File: config.mk
export PLATFORM = sky130hd
export DESIGN_NAME = power_transmitter
export DESIGN_NICKNAME = d
export VERILOG_FILES = /design/src/rtl/wpt_pkg.sv /design/src/rtl/pkt_if.sv /design/src/rtl/packet_decoder.sv /design/src/rtl/power_transmitter.sv
export SDC_FILE = /design/constraint.sdc
export NUM_CORES = 1
export LEC_CHECK = 0
export BUFFER_PORTS_ARGS = -buffer_cell sky130_fd_sc_hd__buf_2
export CAP_MARGIN = 30
export CORE_ASPECT_RATIO = 0.75
export CORE_MARGIN = 2
export CORE_UTILIZATION = 55
export CTS_CLUSTER_SIZE = 20
export DETAILED_ROUTE_END_ITERATION = 10
export PLACE_DENSITY_LB_ADDON = 0.1
export SYNTH_ARGS = -nofsm -noshare
export SYNTH_HDL_FRONTEND = slang
export SYNTH_SLANG_ARGS = --single-unit
File: constraint.sdc
create_clock -name clk -period 8.95 [get_ports clk]
set_input_delay 0.4475 -clock clk [delete_from_list [all_inputs] [get_ports clk]]
set_output_delay 0.4475 -clock clk [all_outputs]
set_load 0.05 [all_outputs]
File: src/rtl/wpt_pkg.sv
// Constants and types shared by the power transmitter design
package wpt_pkg;
    // System clock
    localparam int CLK_HZ = 10_000_000;
    // Drive frequency band, Hz
    localparam int F_MIN_HZ = 110_000;
    localparam int F_MAX_HZ = 205_000;
    // Half-period bounds in cycles: lowest freq rounds down, highest rounds up
    localparam int HP_MAX_I = CLK_HZ / (2 * F_MIN_HZ);
    localparam int HP_MIN_I = (CLK_HZ + 2 * F_MAX_HZ - 1) / (2 * F_MAX_HZ);
    localparam logic [6:0] HP_MAX = 7'(HP_MAX_I);
    localparam logic [6:0] HP_MIN = 7'(HP_MIN_I);
    localparam logic [6:0] HP_RESET = HP_MAX;
    // Largest on-time trim once the band top is reached
    localparam logic [6:0] TRIM_MAX = 7'h14;
    localparam logic [6:0] TRIM_RESET = 7'h00;
    // Limiter step interval
    localparam int LIMIT_STEP_US = 400;
    localparam int LIMIT_STEP_CYC = LIMIT_STEP_US * (CLK_HZ / 1_000_000);
    // LED blink periods (figures as printed)
    localparam int SLOW_BLINK_MS = 1600;
    localparam int FAST_BLINK_MS = 400;
    localparam int FAST_HALF_CYC = (FAST_BLINK_MS / 2) * (CLK_HZ / 1000);
    localparam int SLOW_PER_FAST = SLOW_BLINK_MS / FAST_BLINK_MS;
    // Packet framing
    localparam logic [4:0] PREAMBLE_MIN = 5'h0b;
    localparam logic [3:0] BIT_LAST = 4'ha;
    localparam logic [3:0] BIT_FIRST = 4'h1;
    localparam logic [7:0] HDR_CONTROL_ERROR = 8'h03;
    // LED output codes
    typedef enum logic [1:0] {LED_OFF, LED_ON, LED_SLOW, LED_FAST} led_code_t;
endpackage

File: src/rtl/pkt_if.sv
// Decoded packet carrier between decoder and regulator
`timescale 1ns/1ns
interface pkt_if;
    logic valid;
    logic [7:0] header;
    logic [7:0] payload0;
    logic bad;
    modport dec (output valid, output header, output payload0, output bad);
    modport ctl (input valid, input header, input payload0, input bad);
endinterface

File: src/rtl/packet_decoder.sv
// Bit-stream packet decoder: preamble, header, payload, checksum
`timescale 1ns/1ns
module packet_decoder (
    input wire logic clk,
    input wire logic srst,
    input wire logic rx_bit_valid,
    input wire logic rx_bit,
    pkt_if.dec pkt
);
    import wpt_pkg::*;

    typedef enum {HUNT, START, BYTE} dec_state_t;
    dec_state_t state_r;
    logic [4:0] ones_r;
    logic [3:0] bit_r;
    logic [9:0] sh_r;
    logic [3:0] idx_r;
    logic [3:0] len_r;
    logic [7:0] sum_r;
    logic [7:0] hdr_r;
    logic [7:0] p0_r;
    logic [9:0] word;
    logic frame_ok;

    // Incoming frame: data LSB first, odd parity, stop bit
    assign word = {rx_bit, sh_r[9:1]};
    assign frame_ok = (^word[8:0]) && word[9];

    // Packet sequencing: preamble, header, payload, checksum
    always_ff @(posedge clk) begin
        pkt.valid <= 1'b0;
        pkt.bad <= 1'b0;
        if (srst) begin
            state_r <= HUNT;
            ones_r <= 5'h00;
            bit_r <= 4'h0;
            sh_r <= 10'h000;
            idx_r <= 4'h0;
            len_r <= 4'h0;
            sum_r <= 8'h00;
            hdr_r <= 8'h00;
            p0_r <= 8'h00;
            pkt.header <= 8'h00;
            pkt.payload0 <= 8'h00;
        end else if (rx_bit_valid) begin
            unique case (state_r)
                HUNT: begin
                    if (rx_bit) begin
                        ones_r <= (ones_r == 5'h1f) ? ones_r : ones_r + 5'h01;
                    end else begin
                        ones_r <= 5'h00;
                        if (ones_r >= PREAMBLE_MIN) begin
                            state_r <= BYTE;
                            bit_r <= BIT_FIRST;
                            idx_r <= 4'h0;
                            sum_r <= 8'h00;
                        end
                    end
                end
                START: begin
                    state_r <= rx_bit ? HUNT : BYTE;
                    bit_r <= BIT_FIRST;
                end
                BYTE: begin
                    sh_r <= word;
                    bit_r <= bit_r + 4'h1;
                    if (bit_r == BIT_LAST) begin
                        state_r <= frame_ok ? START : HUNT;
                        idx_r <= idx_r + 4'h1;
                        sum_r <= sum_r ^ word[7:0];
                        if (idx_r == 4'h0) begin
                            hdr_r <= word[7:0];
                            len_r <= {1'b0, word[7:5]} + 4'h1;
                        end
                        if (idx_r == 4'h1) begin
                            p0_r <= word[7:0];
                        end
                        // Checksum byte closes the packet
                        if (frame_ok && idx_r != 4'h0 && idx_r == len_r + 4'h1) begin
                            state_r <= HUNT;
                            if ((sum_r ^ word[7:0]) == 8'h00) begin
                                pkt.valid <= 1'b1;
                                pkt.header <= hdr_r;
                                pkt.payload0 <= p0_r;
                            end else begin
                                pkt.bad <= 1'b1; // Mismatch dropped
                            end
                        end
                    end
                end
            endcase
        end
    end
endmodule // packet_decoder

File: src/rtl/power_transmitter.sv
// Coil drive frequency regulator with supply-droop limiting and LEDs
// Overview of operation
// - Drive frequency stays within 110 kHz to 205 kHz at all times.
// - Less power means a higher frequency, more power a lower one.
// - Duty is 50% across the band and trims only once 200 kHz (HP_MIN) is reached.
// - Messages flow only from receiver to transmitter; nothing is sent back.
// - Packets decode as preamble, header, payload, then checksum.
// - A decoded control request steps the drive frequency up or down.
// - A drooping input supply makes the block step power down to keep margin.
// - LEDs show limiting in schemes 1, 2, 4, 6 and 7; schemes 3, 5 and 8 show the same as while driving.
// - A negative control error is still honoured while limiting.
// - Two bridge outputs drive the phase-shifted halves with no dead time inserted.
// - Green and red LEDs can be solid or slow blink near 1.6 s; amber only slow blinks; fast blink is never selected.
`timescale 1ns/1ns
module power_transmitter #(
    parameter int FAST_HALF = wpt_pkg::FAST_HALF_CYC
) (
    input wire logic clk,
    input wire logic srst,
    input wire logic drive_enable,
    input wire logic rx_bit_valid,
    input wire logic rx_bit,
    input wire logic supply_droop,
    input wire logic [3:0] led_scheme_select,
    output logic bridge_a,
    output logic bridge_b,
    output logic [2:0] led,
    output logic supply_droop_power_limit,
    output logic [6:0] half_period,
    output logic [6:0] duty_trim
);
    import wpt_pkg::*;

    pkt_if pkt ();
    logic [6:0] hp_r;
    logic [6:0] trim_r;
    logic [6:0] on_time;
    logic [6:0] cnt_r;
    logic [6:0] cnt_nxt;
    logic [12:0] lim_cnt_r;
    logic lim_tick;
    logic limit_r;
    logic ce_req;
    logic ce_neg;
    logic ce_pos;
    logic step_down;
    logic step_up;
    logic [31:0] blink_cnt_r;
    logic [1:0] slow_cnt_r;
    logic fast_ph_r;
    logic slow_ph_r;
    led_code_t code [3];

    // Receive-only link: the block has no transmit path
    packet_decoder u_dec (
        .clk(clk),
        .srst(srst),
        .rx_bit_valid(rx_bit_valid),
        .rx_bit(rx_bit),
        .pkt(pkt)
    );

    // Control error requests, only from checksum-clean packets
    // A dropped packet raises bad alone, so it can never pass as a request
    assign ce_req = pkt.valid && !pkt.bad && pkt.header == HDR_CONTROL_ERROR;
    assign ce_neg = ce_req && pkt.payload0[7];
    assign ce_pos = ce_req && !pkt.payload0[7] && pkt.payload0 != 8'h00;

    // Negative error honoured even while limiting
    assign step_down = ce_neg || (limit_r && lim_tick);
    // Limiter owns the point: no increase while it is active
    // A step down in the same cycle always wins over a request to step up
    assign step_up = ce_pos && !limit_r && !step_down;

    // Operating point: frequency first, duty trim only at band top
    always_ff @(posedge clk) begin
        if (srst) begin
            hp_r <= HP_RESET;
            trim_r <= TRIM_RESET;
        end else if (step_down) begin
            // Higher frequency lowers power
            if (hp_r > HP_MIN) begin
                hp_r <= hp_r - 7'h01;
            end else if (trim_r < TRIM_MAX) begin
                trim_r <= trim_r + 7'h01;
            end
        end else if (step_up) begin
            // Undo duty trim before leaving the band top
            if (trim_r != 7'h00) begin
                trim_r <= trim_r - 7'h01;
            end else if (hp_r < HP_MAX) begin
                hp_r <= hp_r + 7'h01;
            end
        end
    end

    assign on_time = hp_r - trim_r;

    // Period counter over two half periods
    // Compare is >= so a half period that shrinks mid-period still wraps
    always_comb begin
        cnt_nxt = cnt_r + 7'h01;
        if (cnt_r + 7'h01 >= {hp_r[5:0], 1'b0}) begin
            cnt_nxt = 7'h00;
        end
    end

    always_ff @(posedge clk) begin
        if (srst || !drive_enable) begin
            cnt_r <= 7'h00;
        end else begin
            cnt_r <= cnt_nxt;
        end
    end

    // Bridge halves, 50% each at zero trim, no dead time here
    // Gate drivers outside the block must add the switching dead time
    // Trim only shortens each on phase, so the halves can never overlap
    always_ff @(posedge clk) begin
        if (srst || !drive_enable) begin
            bridge_a <= 1'b0;
            bridge_b <= 1'b0;
        end else begin
            bridge_a <= cnt_r < on_time;
            bridge_b <= cnt_r >= hp_r && cnt_r < hp_r + on_time;
        end
    end

    // Limiter step timer
    // Free-running, so the step rate does not depend on when droop began
    always_ff @(posedge clk) begin
        if (srst || lim_tick) begin
            lim_cnt_r <= 13'h0000;
        end else begin
            lim_cnt_r <= lim_cnt_r + 13'h0001;
        end
    end
    assign lim_tick = lim_cnt_r == 13'(LIMIT_STEP_CYC - 1);

    // Limiting active while droop seen; released on the next limiter tick with droop low
    // The releasing tick still takes one last step down; requests win it back
    always_ff @(posedge clk) begin
        if (srst) begin
            limit_r <= 1'b0;
        end else if (supply_droop) begin
            limit_r <= 1'b1;
        end else if (lim_tick) begin
            limit_r <= 1'b0;
        end
    end

    // Blink phases: fast toggles each half, slow every fourth toggle
    // One shared divider keeps slow and fast blinking in step
    always_ff @(posedge clk) begin
        if (srst) begin
            blink_cnt_r <= 32'h0;
            slow_cnt_r <= 2'h0;
            fast_ph_r <= 1'b0;
            slow_ph_r <= 1'b0;
        end else if (blink_cnt_r == 32'(FAST_HALF - 1)) begin
            blink_cnt_r <= 32'h0;
            fast_ph_r <= !fast_ph_r;
            slow_cnt_r <= slow_cnt_r + 2'h1;
            if (slow_cnt_r == 2'(SLOW_PER_FAST - 1)) begin
                slow_ph_r <= !slow_ph_r;
            end
        end else begin
            blink_cnt_r <= blink_cnt_r + 32'h1;
        end
    end

    // LED scheme: green, red, amber codes per state
    // Scheme codes outside 1 to 8 leave every LED dark
    always_comb begin
        code[0] = LED_OFF;
        code[1] = LED_OFF;
        code[2] = LED_OFF;
        if (limit_r) begin
            // Limiting indication
            unique case (led_scheme_select)
                4'h1, 4'h2: begin
                    code[0] = LED_SLOW;
                    code[1] = LED_SLOW;
                end
                4'h3: code[0] = LED_ON;
                4'h4: code[1] = LED_SLOW;
                4'h5, 4'h8: code[1] = LED_ON;
                4'h6, 4'h7: code[2] = LED_SLOW;
                default: code[0] = LED_OFF;
            endcase
        end else if (drive_enable) begin
            unique case (led_scheme_select)
                4'h1, 4'h2, 4'h6, 4'h7: code[0] = LED_SLOW;
                4'h3, 4'h4: code[0] = LED_ON;
                4'h5, 4'h8: code[1] = LED_ON;
                default: code[0] = LED_OFF;
            endcase
        end else if (led_scheme_select == 4'h2) begin
            code[0] = LED_ON;
            code[1] = LED_ON;
        end
    end

    // LED pins from flops
    generate
        for (genvar i = 0; i < 3; i++) begin : g_led
            always_ff @(posedge clk) begin
                if (srst) begin
                    led[i] <= 1'b0;
                end else begin
                    led[i] <= code[i] == LED_ON || (code[i] == LED_SLOW && slow_ph_r)
                        || (code[i] == LED_FAST && fast_ph_r);
                end
            end
        end
    endgenerate

    // Status outputs
    assign supply_droop_power_limit = limit_r;
    assign half_period = hp_r;
    assign duty_trim = trim_r;
endmodule // power_transmitter

* Word-level counts from Yosys, hierarchy flattened *
Index checks and enable logic that the tools add are counted.

word-level totals
  register bits = 177
  input bits = 10
  output and inout bits = 20
  word-level logic and storage cells = 199

operators by class
  add/subtract/negate cells = 15
  order comparisons = 8
  equality and inequality tests = 35
  multiplexer cells = 43
  bitwise logic cells = 5
  reductions and logical operators = 66

operators with widths
  operator                                                            number
  32-bit two-way mux                                                  4
  32-bit case mux with 3 select lines                                 1
  7-bit two-way mux                                                   10
  32-bit by 1-bit adder with 32-bit output, second input constant     1
  32-bit by 1-bit == test with 1-bit output, second input constant    1
  32-bit by 2-bit == test with 1-bit output, second input constant    1
  32-bit by 21-bit == test with 1-bit output, second input constant   1
  32-bit logical NOT                                                  1
  4-bit two-way mux                                                   7
  8-bit two-way mux                                                   3
  7-bit by 1-bit adder with 7-bit output, second input constant       3
  4-bit AND reduction                                                 5
  1-bit logical AND                                                   18
  4-bit by 3-bit == test with 1-bit output, second input constant     4
  8-bit case mux with 2 select lines                                  1
  2-bit == test, second input constant                                7
  7-bit greater-or-equal comparator                                   2
  7-bit less-than comparator                                          2
  7-bit by 1-bit subtractor with 7-bit output, second input constant  2
  13-bit by 1-bit adder with 13-bit output, second input constant     1
  13-bit by 12-bit == test with 1-bit output, second input constant   1
  4-bit by 1-bit adder with 4-bit output, second input constant       3
  2-bit case mux with 2 select lines                                  3
  4-bit case mux with 3 select lines                                  1
  41 further kinds                                                    89

* Logic depth before layout (Yosys ltp) *
  depth after elaboration = 9
  gate-level depth with buffers = 18

* Cells and area by module *
From an unflattened synthesis, not the netlist that was laid out.

second synthesis, totals
  cells, all modules = 914
  area, all modules = 8090.3 sq um

modules (own cells, without submodules)
  module             times used  cells each  area each (sq um)  seq. area each (sq um)
  power_transmitter  1           544         4730.8             1501.4
  packet_decoder     1           370         3359.5             1401.3

* Least setup slack after synthesis *
No wires, ideal clock.

  path type = reg2reg
  from = reg hp_r[0], in the netlist half_period[0]
  to = reg bridge_b
  library setup time = 0.092 ns
  arrival = 3.533 ns
  data required time = 8.858 ns
  setup slack = 5.325 ns
  stages on the path, launching flop included = 17
  period minus slack after synthesis = 3.625 ns
  cells stage by stage = dfxtp_1 -> inv_1 -> ha_1 -> inv_1 -> fa_1 -> xor2_1 -> ha_1 -> nor2b_1 -> o21a_1 -> o21ai_0 -> or4b_1 -> o311ai_0 -> xor2_1 -> ha_1 -> o21ai_0 -> a21oi_1 -> nor4_1

on the way
  cells in the longest elaborated chain, start to end = 4
  elaborated cells on any way between the ends = 5
  classes of those cells = 2 x add/sub; 2 x order compare; 1 x reduce/logical

ends and longest elaborated chain
  what                        line                      RTL
  from (decl)                 power_transmitter.sv:35   logic [6:0] hp_r;
  from (signal assigned)      power_transmitter.sv:83   hp_r <= hp_r - 7'h01;
  from (signal assigned)      power_transmitter.sv:92   hp_r <= hp_r + 7'h01;
  7-bit subtractor            power_transmitter.sv:97   assign on_time = hp_r - trim_r;
  7-bit adder                 power_transmitter.sv:125  bridge_b <= cnt_r >= hp_r && cnt_r < hp_r + on_time;
  7-bit less-than comparator  power_transmitter.sv:125
  1-bit logical AND (*)       power_transmitter.sv:125
  to (signal assigned)        power_transmitter.sv:125
  to (decl)                   power_transmitter.sv:26   output logic bridge_b,

Every way passes the cells marked *; elsewhere a longest branch is shown, timed or not.
A chain may end at the register's enable or synchronous reset.

* Worst setup path in the final report *
Same ends and word-level chain as after synthesis.

==> results.md <==
- Pin count of the biggest net entering global routing: 88
- Post-cts sizing count: 0
- GRT Util Overall: 0.227
- Comb power frac: 0.031
- Worst VDD drop: 0.000143 V
- Crit-path most repeated cell: ha_1
- WL final: 16300 µm
- Crit path max fanout: 10
- Layout area overhead: 9.80%
- Grt met1 use: 0.310
- Most frequent cells in the layout: 153 x nor2_1, 145 x dfxtp_1, 61 x ha_1, 51 x mux2i_1, 50 x nand2_1
- Post-synthesis sequential area ratio: 0.368
- TritonCTS Sinks: between 100 and 150
- Synthesized area: slightly below 8000 µm²
- Num CTS Buffers: 17
- Final period demand of the worst path: ~3700 ps
- Cells after Synth: 897
- Slew @ Worst Pin: 927 ps
- Nets: approximately 1000
- Commonest non-fill, non-tap cell in the layout: nor2_1
- Placed Cells: 1069
- CTS tree: yes
- CP top delay family: adder cells
- Critical path capture point type: flip-flop
- Critical path data arrival time: 4040 ps
- Max Freq: ~270 MHz
- Post-CTS Setup Repair Bufs: 0
- Crit Path Class: flip-flop to flip-flop
- Outcome: finished, final reports clean
- Period utilization: 0.415
- Non-filler cells, final: 1101
- Setup Viol. Count Final: 0
- Layout cells sized above 1: 0.0853
- Syn nets: 972
- # diodes: 0
- First-pass GRT wire length: 27900 µm
- Net Sw Power: between 300 and 400 µW
- Worst slew margin: 0.382
- Fin Setup TNS: 0 ps
- # IOs: 30
- Grt met2 use: 0.363
- Synth warn: 0
- Clk root buf: clkbuf_16
- Worst Hold Class: input port to flip-flop
- Via count: around 6000
- Req. time, crit path: approximately 9300 ps
- GRT Residual Overflow: 0
- GRT busiest layer: met2
- Detail Placement HPWL: 11700 µm
- Core Footprint: 13800 µm²
- Internal power: 1030 µW
- Post-synth EDFFs: 0
- Initial Util: 0.569
- Vias in the first global route: 5964
- RSZ-0062 raised after global routing: no
- Multi-input gate area in the final layout: 4680 µm²
- Fin Clk Skew: 9.12 ps
- Vias per Instance: 5.61
- DRC: 0
- Final Hold Viols: 0
- Ys async rst share: 0
- Max-cap violations: 0
- Final max-slew violation count: 0
- Wire length per cell: 14.8 µm
- Synth cell types: 62
- Violation count after the first detailed-route iteration: 384
- Total chip power: approximately 1400 µW
- Antenna viol nets, final: 0
- Crit path buf inv count: 2
- Drt pass-1 iters: 5
- Maximum clock insertion buffer count: 2
- CP startpoint kind: flip-flop
- Worst path max stage delay: around 590 ps
- Critical path, cell by cell: inv_1, ha_1, inv_1, fa_1, xor2_1, ha_1, nor2b_1, o21a_1, o21ai_0, or4b_1, o311ai_0, xor2_1, ha_1, o21ai_0, a21oi_1, nor4_1
- H-Tree Depth: 4
- Latest clock arrival within the worst-skew pair: 430 ps
- Fill count: 1155
- Port Buffers: 29
- Mapped Avg Cell Area: 8.78 µm²
- Initial antenna violation count: 0
- Die X-Extent: 142 µm
- Sw Ratio: 0.245
- Clock Pin Slew Worst Setup and Hold Paths: approximately 60 ps
- Clock power share: 0.485
- Final Wtd Congestion: 0.819
- Met3 Usage GRT: 0.0427
- Top_reg_cell synth: dfxtp_1
- Flop and latch count out of synthesis: 145
- Die area: 15300 µm²
- PwrDens: 157 nW/µm²
- Site Rows: 37
- Register area: roughly 2900 µm²
- Hold-fix buffers, CTS: 0
- Crit-path slowest cell: dfxtp_1
- Leakage: roughly 0.0037 µW
- Die Y: 108 µm
- Part of the power in registers: 0.484
==> final cells by class <==
class / count / area share
timing repair buffer: 32 / 0.0194
sequential: 145 / 0.336
tap: 175 / 0.0253
clock inverter: 15 / 0.0146
clock buffer: 17 / 0.0492
multi-input combinational: 682 / 0.541
inverter: 35 / 0.0152
==> power groups by stage <==
stage / Sequential, µW / Combinational [µW] / Clock (µW)
floorplan: 672 / 29.2 / 0
global placement: 671 / 40.8 / 0
detailed placement: 671 / 42.5 / 0
CTS: 657 / 42.8 / 672
global route: 657 / 48.7 / 699
finish: 657 / 42.7 / 659
==> registers in the layout (all words and copies together), names as in the netlist, 3 cells and up <==
signal and cells:
blink_cnt_r 32, cnt_r 7, duty_trim 7, half_period 7, led 3, lim_cnt_r 13, u_dec.bit_r 4, u_dec.hdr_r 8
u_dec.idx_r 4, u_dec.len_r 4, u_dec.ones_r 5, u_dec.p0_r 8, u_dec.pkt.header 8, u_dec.pkt.payload0 8, u_dec.sh_r 9, u_dec.sum_r 8
==> logic make-up after synthesis <==
family	Yosys count	synth area share
compound gates	125	0.104
xor+xnor	91	0.101
mux	51	0.0648
buf+inv	70	0.0386
simple gates	349	0.215
fa+ha+maj	66	0.108
flops	145	0.368
==> Yosys cell counts, types with 2 or more instances <==
master,count,area share
a211o_1,4,0.0044
a211oi_1,5,0.0048
a21boi_0,3,0.0029
a21o_1,6,0.0057
a21oi_1,45,0.029
a22o_1,2,0.0022
a22oi_1,3,0.0029
a31oi_1,2,0.0016
and2_1,3,0.0024
and3_1,13,0.010
and4_1,3,0.0033
buf_1,2,0.00095
buf_2,6,0.0038
buf_4,7,0.0067
clkbuf_1,19,0.0091
dfxtp_1,145,0.37
fa_1,4,0.010
ha_1,61,0.097
inv_1,35,0.017
mux2i_1,51,0.065
nand2_1,50,0.024
nand2b_1,5,0.0040
nand3_1,31,0.020
nand3b_1,3,0.0029
nand4_1,11,0.0087
nor2_1,153,0.073
nor2b_1,14,0.011
nor3_1,21,0.013
nor3_2,3,0.0038
nor4_1,11,0.0087
nor4b_1,6,0.0067
nor4bb_1,2,0.0025
o2111ai_1,2,0.0022
o211ai_1,7,0.0067
o21a_1,5,0.0048
o21ai_0,16,0.010
o21bai_1,4,0.0038
o22ai_1,9,0.0071
o31a_1,3,0.0033
or2_2,4,0.0032
or3_1,7,0.0056
or4_1,2,0.0019
xnor2_1,45,0.050
xor2_1,46,0.051
==> layer usage <==
layer | part of all wire | up-vias
li1 | - | 3156
met1 | 0.50 | 2926
met2 | 0.45 | 85
met3 | 0.032 | 12
met4 | 0.012 | 0
met5 | 0 | -
==> per-stage QoR <==
stage	area, µm²	hold WS (ps)	worst slack, ps	utilization
after floorplan	7880	418	5330	-
after global placement	8100	430	5430	0.585
after detailed placement	8100	446	5330	0.585
after CTS	8650	218	5260	0.625
after global routing	8650	238	4910	0.625
final	8650	228	5230	0.625
==> worst paths after layout <==
| kind | start | to | slack (ps) | cells after the start |
|---|---|---|---|---|
| worst max-delay path | half_period[0] | bridge_b | 5230 | 16 |
| worst min-delay path | supply_droop | supply_droop_power_limit | 230 | 3 |
| worst max register to register | half_period[0] | bridge_b | 5230 | 16 |
| worst min register to register | lim_cnt_r[0] | lim_cnt_r[0] | 460 | 1 |
==> worst min-delay path: stages <==
cell     delay, ps
buf_2           70
a21oi_1         30
nor2_1          70
No activity file was read; power rests on OpenSTA's default activity.
